$ cat config.mk
export PLATFORM = sky130hd
export DESIGN_NAME = sfsat_tx_end_flat
export DESIGN_NICKNAME = d
export VERILOG_FILES = /design/src/include/sfsat_pkg.sv /design/src/include/sfsat_link_if.sv /design/src/hdl/sfsat_tx_end.sv /design/src/flat_wrapper.sv
export SDC_FILE = /design/constraint.sdc
export NUM_CORES = 1
export LEC_CHECK = 0
export BUFFER_PORTS_ARGS = -buffer_cell sky130_fd_sc_hd__buf_2
export CAP_MARGIN = 20
export CORE_ASPECT_RATIO = 0.9
export CORE_UTILIZATION = 54
export CTS_CLUSTER_SIZE = 25
export DETAILED_ROUTE_END_ITERATION = 6
export GPL_TIMING_DRIVEN = 0
export HOLD_SLACK_MARGIN = 0.1
export PLACE_DENSITY = 0.72
export SYNTH_ARGS = -nofsm -noshare
export SYNTH_HDL_FRONTEND = slang
export SYNTH_SLANG_ARGS = --single-unit
$ cat constraint.sdc
create_clock -name i_clk -period 2.6 [get_ports i_clk]
set_input_delay 0.39 -clock i_clk [delete_from_list [all_inputs] [get_ports i_clk]]
set_output_delay 0.39 -clock i_clk [all_outputs]
set_load 0.01 [all_outputs]
$ cat src/include/sfsat_pkg.sv
// sfsat_pkg: constants, types and shared helpers for the serial frame
// scramble/align transmit end and its partner receive end.
// assumes one 25 MHz frame clock shared by both ends; one frame per clock.
package sfsat_pkg;

    // ****************************************************************
    // timing
    // ****************************************************************
    localparam int CLK_PERIOD_NS = 40;
    // sync request must be seen on this many consecutive clocks
    localparam logic [1:0] SYNC_MIN_CYC = 2'h2;
    // consecutive comma frames the receiver wants before releasing
    localparam logic [2:0] PREAMBLE_NEED = 3'h4;

    // ****************************************************************
    // symbols (octet value before 8b/10b, k flag carried separately)
    // ****************************************************************
    localparam logic [7:0] SYM_K28_5 = 8'hBC;
    localparam logic [7:0] SYM_K28_7 = 8'hFC;
    localparam logic [7:0] SYM_D28_7 = 8'hFC;
    localparam logic [7:0] SYM_D21_5 = 8'hB5;

    // ****************************************************************
    // reset values of sequence generators
    // ****************************************************************
    localparam logic [14:0] SCR_SEED   = 15'h7FFF;
    localparam logic [14:0] PRBS15_SEED = 15'h7FFF;
    localparam logic [10:0] PRBS11_SEED = 11'h7FF;

    // ****************************************************************
    // codes of the select pins
    // ****************************************************************
    typedef enum logic [1:0] {
        SFSAT_PAT_DATA   = 2'h0,
        SFSAT_PAT_D21_5  = 2'h1,
        SFSAT_PAT_PRBS11 = 2'h2,
        SFSAT_PAT_PRBS15 = 2'h3
    } sfsat_pat_t;

    typedef enum logic [1:0] {
        SFSAT_RATE_20_35 = 2'h0,
        SFSAT_RATE_30_65 = 2'h1,
        SFSAT_RATE_60_80 = 2'h2
    } sfsat_rate_t;

    // ****************************************************************
    // 16-bit parallel 1 + x^14 + x^15, bit 15 handled first
    // ****************************************************************
    function automatic logic [30:0] sfsat_scramble(input logic [15:0] d,
                                                   input logic [14:0] st);
        logic [14:0] s;
        logic [15:0] o;
        logic        b;
        s = st;
        o = 16'h0000;
        for (int i = 15; i >= 0; i--)
        begin
            b    = d[i] ^ s[13] ^ s[14];
            o[i] = b;
            s    = {s[13:0], b};
        end
        return {s, o};
    endfunction

    // self-aligning: state is fed from the received line bits only
    function automatic logic [30:0] sfsat_descramble(input logic [15:0] d,
                                                     input logic [14:0] st);
        logic [14:0] s;
        logic [15:0] o;
        s = st;
        for (int i = 15; i >= 0; i--)
        begin
            o[i] = d[i] ^ s[13] ^ s[14];
            s    = {s[13:0], d[i]};
        end
        return {s, o};
    endfunction

endpackage

$ cat src/include/sfsat_link_if.sv
// sfsat_link_if: one frame per clock, two symbols ahead of 8b/10b.
// assumes both ends run on the same frame clock; no clocking block.
`timescale 1ns/1ns
interface sfsat_link_if;
    logic       sync_req;
    logic       rx_ready;
    logic       frame_valid;
    logic [7:0] oct1;
    logic       k1;
    logic [7:0] oct2;
    logic       k2;

    modport tx_mp (
        input  sync_req,
        input  rx_ready,
        output frame_valid,
        output oct1,
        output k1,
        output oct2,
        output k2
    );

    modport rx_mp (
        output sync_req,
        output rx_ready,
        input  frame_valid,
        input  oct1,
        input  k1,
        input  oct2,
        input  k2
    );
endinterface

$ cat src/hdl/sfsat_tx_end.sv
// sfsat_tx_end: frame builder of the serial output: buffering, test
// patterns, scrambling, alignment-monitor substitution and preamble.
// assumes an 8b/10b encoder and serialiser follow the link symbols.
`timescale 1ns/1ns
module sfsat_tx_end
    import sfsat_pkg::*;
(
    input  wire logic        i_clk,
    input  wire logic        i_rst,
    input  wire logic [15:0] i_sample,
    input  wire logic        i_sample_valid,
    output logic             o_sample_ready,
    input  wire logic        i_scramble_enable,
    input  wire logic        i_align_monitor_enable,
    input  wire logic        i_rate_range_sel_lo,
    input  wire logic        i_rate_range_sel_hi,
    input  wire logic        i_test_pattern_sel_lo,
    input  wire logic        i_test_pattern_sel_hi,
    output logic [1:0]       o_pll_range,
    sfsat_link_if.tx_mp      link
);

    // ****************************************************************
    // pin synchronisers
    // ****************************************************************
    logic [6:0] pin_meta_q;
    logic [6:0] pin_q;

    always_ff @(posedge i_clk)
    begin
        if (i_rst)
        begin
            pin_meta_q <= 7'h00;
            pin_q      <= 7'h00;
        end
        else
        begin
            pin_meta_q <= {link.sync_req, i_scramble_enable,
                           i_align_monitor_enable, i_rate_range_sel_hi,
                           i_rate_range_sel_lo, i_test_pattern_sel_hi,
                           i_test_pattern_sel_lo};
            pin_q      <= pin_meta_q;
        end
    end

    logic       sync_s;
    logic       scr_en;
    logic       fam_en;
    sfsat_pat_t pat_sel;
    assign sync_s  = pin_q[6];
    assign scr_en  = pin_q[5];
    assign fam_en  = pin_q[4];
    assign pat_sel = sfsat_pat_t'(pin_q[1:0]);

    // ****************************************************************
    // pll range
    // ****************************************************************
    always_ff @(posedge i_clk)
    begin
        if (i_rst)
            o_pll_range <= SFSAT_RATE_20_35;
        else if (!pin_q[3])
            o_pll_range <= SFSAT_RATE_20_35;
        else if (!pin_q[2])
            o_pll_range <= SFSAT_RATE_30_65;
        else
            o_pll_range <= SFSAT_RATE_60_80;
    end

    // ****************************************************************
    // sync request / preamble
    // ****************************************************************
    logic [1:0] sync_cnt_q;
    logic       preamble;

    always_ff @(posedge i_clk)
    begin
        if (i_rst)
            sync_cnt_q <= 2'h0;
        else if (!sync_s)
            sync_cnt_q <= 2'h0;
        else if (sync_cnt_q != SYNC_MIN_CYC)
            sync_cnt_q <= sync_cnt_q + 2'h1;
    end

    // a one-clock glitch on the request never starts a preamble; each
    // clock is a frame, so release takes effect on the next frame
    assign preamble = sync_s && (sync_cnt_q != 2'h0);

    // ****************************************************************
    // two-entry sample buffer
    // ****************************************************************
    logic [15:0] buf_mem [2];
    logic        wr_ptr_q;
    logic        rd_ptr_q;
    logic [1:0]  count_q;
    logic [1:0]  count_d;
    logic        push;
    logic        pop;
    logic        send;

    assign send = link.rx_ready || preamble;
    assign push = i_sample_valid && o_sample_ready;
    assign pop  = (count_q != 2'h0) && !preamble && link.rx_ready
                  && (pat_sel == SFSAT_PAT_DATA);

    always_comb
    begin
        count_d = count_q;
        if (push && !pop)
            count_d = count_q + 2'h1;
        else if (pop && !push)
            count_d = count_q - 2'h1;
    end

    always_ff @(posedge i_clk)
    begin
        if (i_rst)
        begin
            wr_ptr_q       <= 1'b0;
            rd_ptr_q       <= 1'b0;
            count_q        <= 2'h0;
            o_sample_ready <= 1'b1;
        end
        else
        begin
            if (push)
                wr_ptr_q <= !wr_ptr_q;
            if (pop)
                rd_ptr_q <= !rd_ptr_q;
            count_q        <= count_d;
            o_sample_ready <= (count_d != 2'h2);
        end
    end

    always_ff @(posedge i_clk)
    begin
        if (push)
            buf_mem[wr_ptr_q] <= i_sample;
    end

    // ****************************************************************
    // scrambler and pattern generators
    // ****************************************************************
    logic [14:0] scr_q;
    logic [14:0] prbs15_q;
    logic [10:0] prbs11_q;
    logic [30:0] scr_res;
    logic [15:0] raw_word;
    logic [15:0] data_word;
    logic [15:0] prbs15_word;
    logic [15:0] prbs11_word;
    logic [14:0] prbs15_d;
    logic [10:0] prbs11_d;

    assign raw_word  = buf_mem[rd_ptr_q];
    assign scr_res   = sfsat_scramble(raw_word, scr_q);
    assign data_word = scr_en ? scr_res[15:0] : raw_word;

    // generators step sixteen bits, one per bit of the frame
    always_comb
    begin
        prbs15_d = prbs15_q;
        prbs11_d = prbs11_q;
        for (int i = 15; i >= 0; i--)
        begin
            prbs15_word[i] = prbs15_d[14] ^ prbs15_d[13];
            prbs15_d       = {prbs15_d[13:0], prbs15_word[i]};
            prbs11_word[i] = prbs11_d[10] ^ prbs11_d[8];
            prbs11_d       = {prbs11_d[9:0], prbs11_word[i]};
        end
    end

    always_ff @(posedge i_clk)
    begin
        if (i_rst)
            scr_q <= SCR_SEED;
        else if (pop && scr_en)
            scr_q <= scr_res[30:16];
    end

    always_ff @(posedge i_clk)
    begin
        if (i_rst)
        begin
            prbs15_q <= PRBS15_SEED;
            prbs11_q <= PRBS11_SEED;
        end
        else if (send && !preamble)
        begin
            if (pat_sel == SFSAT_PAT_PRBS15)
                prbs15_q <= prbs15_d;
            if (pat_sel == SFSAT_PAT_PRBS11)
                prbs11_q <= prbs11_d;
        end
    end

    // ****************************************************************
    // alignment monitor
    // ****************************************************************
    logic [7:0] prev2_q;
    logic       prev_k_q;
    logic       prev_ok_q;
    logic       sub;

    always_comb
    begin
        sub = 1'b0;
        if (fam_en && !scr_en)
            sub = prev_ok_q && (data_word[7:0] == prev2_q)
                  && !prev_k_q;
        else if (fam_en && scr_en)
            sub = (data_word[7:0] == SYM_D28_7);
    end

    // history covers data frames only; any other frame breaks it
    always_ff @(posedge i_clk)
    begin
        if (i_rst)
        begin
            prev2_q   <= 8'h00;
            prev_k_q  <= 1'b0;
            prev_ok_q <= 1'b0;
        end
        else if (pop)
        begin
            prev2_q   <= data_word[7:0];
            prev_k_q  <= sub;
            prev_ok_q <= 1'b1;
        end
        // idle slots keep it: the receiver restores from its last word
        else if (preamble || (send && pat_sel != SFSAT_PAT_DATA))
            prev_ok_q <= 1'b0;
    end

    // ****************************************************************
    // frame output
    // ****************************************************************
    always_ff @(posedge i_clk)
    begin
        if (i_rst)
        begin
            link.frame_valid <= 1'b0;
            link.oct1        <= 8'h00;
            link.k1          <= 1'b0;
            link.oct2        <= 8'h00;
            link.k2          <= 1'b0;
        end
        else if (preamble)
        begin
            link.frame_valid <= 1'b1;
            link.oct1        <= SYM_K28_5;
            link.k1          <= 1'b1;
            link.oct2        <= SYM_K28_5;
            link.k2          <= 1'b1;
        end
        else
        begin
            link.frame_valid <= pop || (send && pat_sel != SFSAT_PAT_DATA);
            link.k1          <= 1'b0;
            link.k2          <= 1'b0;
            case (pat_sel)
                SFSAT_PAT_DATA:
                begin
                    link.oct1 <= data_word[15:8];
                    link.oct2 <= sub ? SYM_K28_7 : data_word[7:0];
                    link.k2   <= sub;
                end
                SFSAT_PAT_D21_5:
                begin
                    link.oct1 <= SYM_D21_5;
                    link.oct2 <= SYM_D21_5;
                end
                SFSAT_PAT_PRBS11:
                begin
                    link.oct1 <= prbs11_word[15:8];
                    link.oct2 <= prbs11_word[7:0];
                end
                default:
                begin
                    link.oct1 <= prbs15_word[15:8];
                    link.oct2 <= prbs15_word[7:0];
                end
            endcase
        end
    end

endmodule // sfsat_tx_end

$ cat src/flat_wrapper.sv
// flat-port wrapper written by rule: the top's interface ports become plain ports
module sfsat_tx_end_flat import sfsat_pkg::*;
  (i_clk, i_rst, i_sample, i_sample_valid, o_sample_ready, i_scramble_enable, i_align_monitor_enable, i_rate_range_sel_lo, i_rate_range_sel_hi, i_test_pattern_sel_lo, i_test_pattern_sel_hi, o_pll_range, link_sync_req, link_rx_ready, link_frame_valid, link_oct1, link_k1, link_oct2, link_k2);
  sfsat_link_if link_i ();
  input  wire logic i_clk;
  input  wire logic i_rst;
  input  wire logic [15:0] i_sample;
  input  wire logic i_sample_valid;
  output logic o_sample_ready;
  input  wire logic i_scramble_enable;
  input  wire logic i_align_monitor_enable;
  input  wire logic i_rate_range_sel_lo;
  input  wire logic i_rate_range_sel_hi;
  input  wire logic i_test_pattern_sel_lo;
  input  wire logic i_test_pattern_sel_hi;
  output logic [1:0] o_pll_range;
  input wire logic [$bits(link_i.sync_req)-1:0] link_sync_req;
  input wire logic [$bits(link_i.rx_ready)-1:0] link_rx_ready;
  output wire logic [$bits(link_i.frame_valid)-1:0] link_frame_valid;
  output wire logic [$bits(link_i.oct1)-1:0] link_oct1;
  output wire logic [$bits(link_i.k1)-1:0] link_k1;
  output wire logic [$bits(link_i.oct2)-1:0] link_oct2;
  output wire logic [$bits(link_i.k2)-1:0] link_k2;
  assign link_i.sync_req = link_sync_req;
  assign link_i.rx_ready = link_rx_ready;
  assign link_frame_valid = link_i.frame_valid;
  assign link_oct1 = link_i.oct1;
  assign link_k1 = link_i.k1;
  assign link_oct2 = link_i.oct2;
  assign link_k2 = link_i.k2;
  sfsat_tx_end u_core (.i_clk(i_clk), .i_rst(i_rst), .i_sample(i_sample), .i_sample_valid(i_sample_valid), .o_sample_ready(o_sample_ready), .i_scramble_enable(i_scramble_enable), .i_align_monitor_enable(i_align_monitor_enable), .i_rate_range_sel_lo(i_rate_range_sel_lo), .i_rate_range_sel_hi(i_rate_range_sel_hi), .i_test_pattern_sel_lo(i_test_pattern_sel_lo), .i_test_pattern_sel_hi(i_test_pattern_sel_hi), .o_pll_range(o_pll_range), .link(link_i));
endmodule
==> metrics.txt <==
clk sinks 126; register bit total from synthesis 126; number of diodes added for antenna fixing 0; number of pins with negative max-slew slack in the final report 0; warnings from Yosys 0; maximum number of pins on one net before global-route repair 17; number of H-tree branching levels 4; sum of buffers and inverters on the critical path 1; final RePlAce weighted congestion 0.836; worst setup slack after placement -268 ps; share of synthesized area occupied by flip-flops and latches 0.501; fraction of the core area covered by cells at the end of the flow 0.666; static leakage 0.00254 µW; post-layout min period 2620 ps; Post-DRT Antenna Nets 0; height of the die 99.3 µm; Rows 35; post-synth top area cell dfxtp_1; CP delay by family, top simple AND/OR/NAND/NOR gates; horizontal die dimension 110 µm; count of max-cap constraint violations 0; register share of total power 0.391; post-synthesis async set-or-reset flop share 0; fin crit share 1.01; worst setup skew after layout 11.3 ps; Critical Path Slowest Stage Cell or4b_4; kind of path behind the tightest hold check input port to register; number of ports placed on the die boundary 49; post-synthesis net count 570; internal portion of total power 4430 µW; failing checks setup timing; clock buffer count from CTS 17; Worst Path Arrival 2920 ps; Syn-to-layout area delta 20.2%; area fraction of the dominant cell type after synthesis 0.331; worst-path fanout max 7; fraction of layout cells with a size suffix above 1 0.171; count of port buffers added during placement 48; type of origin of the critical path register; global-route usage over all layers 0.248; clock transition at the registers of the reported paths 60 ps; Max transition margin 0.479; ordered cell list for the critical path buf_12, mux2i_4, xnor3_1, and2_4, xnor3_2, or4b_4, a41o_1; post-synth design cell area 0.00568 mm²; starting utilization of the core area 0.554; largest voltage drop on the vdd net 0.635 mV; net switching power 1660 µW; count of unique library cells instantiated by Yosys 52; slew of the pin with the lowest slew margin 782 ps; via-per-instance ratio 5.61; Net Sw Frac 0.272; nets@finish 638; sum of overflow across all layers after global routing 0; DRC violation count after routing 0; full die area 0.0109 mm²; max incr delay on CP 540 ps; Hold Worst Slack 157 ps; Crit Path Category register to register; Worst setup EP type register; Avg Inst Size Synth 10.5 µm²; CTS tree done; run status finished, violations left; CORE AREA 0.0102 mm²; WP data required 2900 ps; total power per unit cell area 892 mW/mm²; Total Wirelength 12700 µm; clk_lat worst skew 420 ps; DRC violation total after the first TritonRoute iteration 233; top area cells in the synthesized netlist dfxtp_1, edfxtp_1, xnor2_1, a211o_1, nor2_1; DR vias 4204; master cell of the clock root buffer clkbuf_16; leading register cell type out of synthesis dfxtp_1; peak clock frequency supported by timing 382 MHz; DRT Pass-1 Iters 5; worst setup slack after layout -17.0 ps; synthesized instance count 540; proportion of power drawn by the clock network 0.384; unrepaired setup endpoints after global routing true; global-route wire length before repair 20200 µm; via count of the first global-routing pass 4106; combinational group share of total power 0.224; routed len/inst 16.9 µm; Bufs on Longest Clock Path 2; count of endpoints failing setup in the final report 2; antenna violations before repair 0; number of synthesized flops with an enable pin 32; hold violation total from the final report 0; post-detail-place hpwl 8920 µm
flip-flops by register name, indices dropped and copies added (netlist names), named ones only:
register,cells
u_core.prev2_q,8
u_core.scr_q,15
u_core.o_pll_range,2
u_core.link.frame_valid,1
u_core.rd_ptr_q,1
u_core.link.k1,1
u_core.count_q,2
u_core.link.oct2,8
u_core.sync_cnt_q,2
u_core.prev_k_q,1
u_core.pin_meta_q,7
u_core.prev_ok_q,1
u_core.link.oct1,8
u_core.o_sample_ready,1
u_core.link.k2,1
u_core.buf_mem,32
u_core.pin_q,7
u_core.wr_ptr_q,1
u_core.prbs15_q,15
u_core.prbs11_q,11
cells by family (layout without fill, tap and decap cells):
group                      after synthesis  after routing  synth area share
muxes                                   28             28            0.0514
AOI/OAI and AO/OA                      102            102             0.133
buffers and inverters                   40            121            0.0309
DFF                                    126            126             0.501
adders and majority gates                3              3           0.00661
xor gates and xnor gates                89             89             0.153
and+or+nand+nor                        152            152             0.125
cell type report:
type | count | area (µm²)
Fill cell | 836 | 3430
Sequential cell | 126 | 2850
Multi-Input combinational cell | 374 | 2790
Clock buffer | 26 | 510
Timing Repair Buffer | 50 | 255
Tap cell | 129 | 161
Buffer | 31 | 151
Clock inverter | 6 | 80.1
Inverter | 8 | 30.0
routing by layer:
metal,vias to the layer above,GRT usage,part of all wire
li1,2020,-,-
met1,2046,0.320,0.44
met2,121,0.383,0.48
met3,17,0.0852,0.064
met4,0,0.0954,0.016
met5,-,0,0
worst paths after layout:
kind / slack (ps) / start / to / cells after the start
worst max-delay path: -20 / register / u_core.link.oct2[1]$_SDFF_PP0_ / 7
worst min-delay path: 160 / i_sample[15] / u_core.buf_mem[0][15]$_DFFE_PP_ / 1
worst max register to register: -20 / register / u_core.link.oct2[1]$_SDFF_PP0_ / 7
worst min register to register: 410 / u_core.pin_q[2]$_SDFF_PP0_ / u_core.o_pll_range[0]$_SDFF_PP0_ / 1
placed cells by master, fill, tap and decap left out, types with 17 or more instances in the layout:
cell,instances
mux2i_1,17
dfxtp_1,92
clkbuf_16,18
a21oi_1,22
nor2_1,71
buf_2,49
nor2b_1,18
nand2_1,34
xnor2_1,51
edfxtp_1,32
xor2_1,29
a211o_1,40
clkbuf_1,29
timing repair:
| item | CTS | global route |
|---|---|---|
| buffers inserted | 1 | 0 |
| endpoints found under the setup margin | 10 | 13 |
| pin swaps | 2 | 1 |
| resized for setup | 11 | 15 |
| hold buffers | 0 | 0 |
synth_stat cells, types with 3 or more instances:
cell and number:
a31oi_1 3, xor3_1 3, nor2_1 71, nand3_1 3, inv_1 8, o31ai_1 3
nand2_1 34, o21ai_0 14, mux2_2 3, xnor3_1 3, xnor2_1 54, ha_1 3
a21oi_1 22, mux2i_1 23, nand2b_1 6, xor2_1 29, nor4_1 3, clkbuf_1 26
dfxtp_1 94, buf_1 3, a211o_1 40, edfxtp_1 32, o221ai_1 3, nand4b_1 3
nor2b_1 18, o21bai_1 3
power groups by stage:
| stage | registers [µW] | logic (µW) | clock network, µW |
|---|---|---|---|
| after floorplan | 2400 | 905 | 0 |
| after global placement | 2380 | 1200 | 0 |
| after detailed placement | 2390 | 1230 | 0 |
| after CTS | 2360 | 1310 | 2370 |
| after global routing | 2400 | 1470 | 2470 |
| final | 2380 | 1370 | 2340 |
stage by stage:
| step | TNS [ps] | area (µm²) | total power (µW) | instances |
|---|---|---|---|---|
| after floorplan | 0 | 5680 | 3300 | 540 |
| after global placement | -1440 | 6080 | 3580 | 717 |
| after detailed placement | -1940 | 6090 | 3620 | 718 |
| after CTS | 0 | 6750 | 6040 | 751 |
| after global routing | -141 | 6820 | 6340 | 750 |
| final | -18.4 | 6820 | 6080 | 750 |
Note: power is estimated with default switching activity, not from simulation.
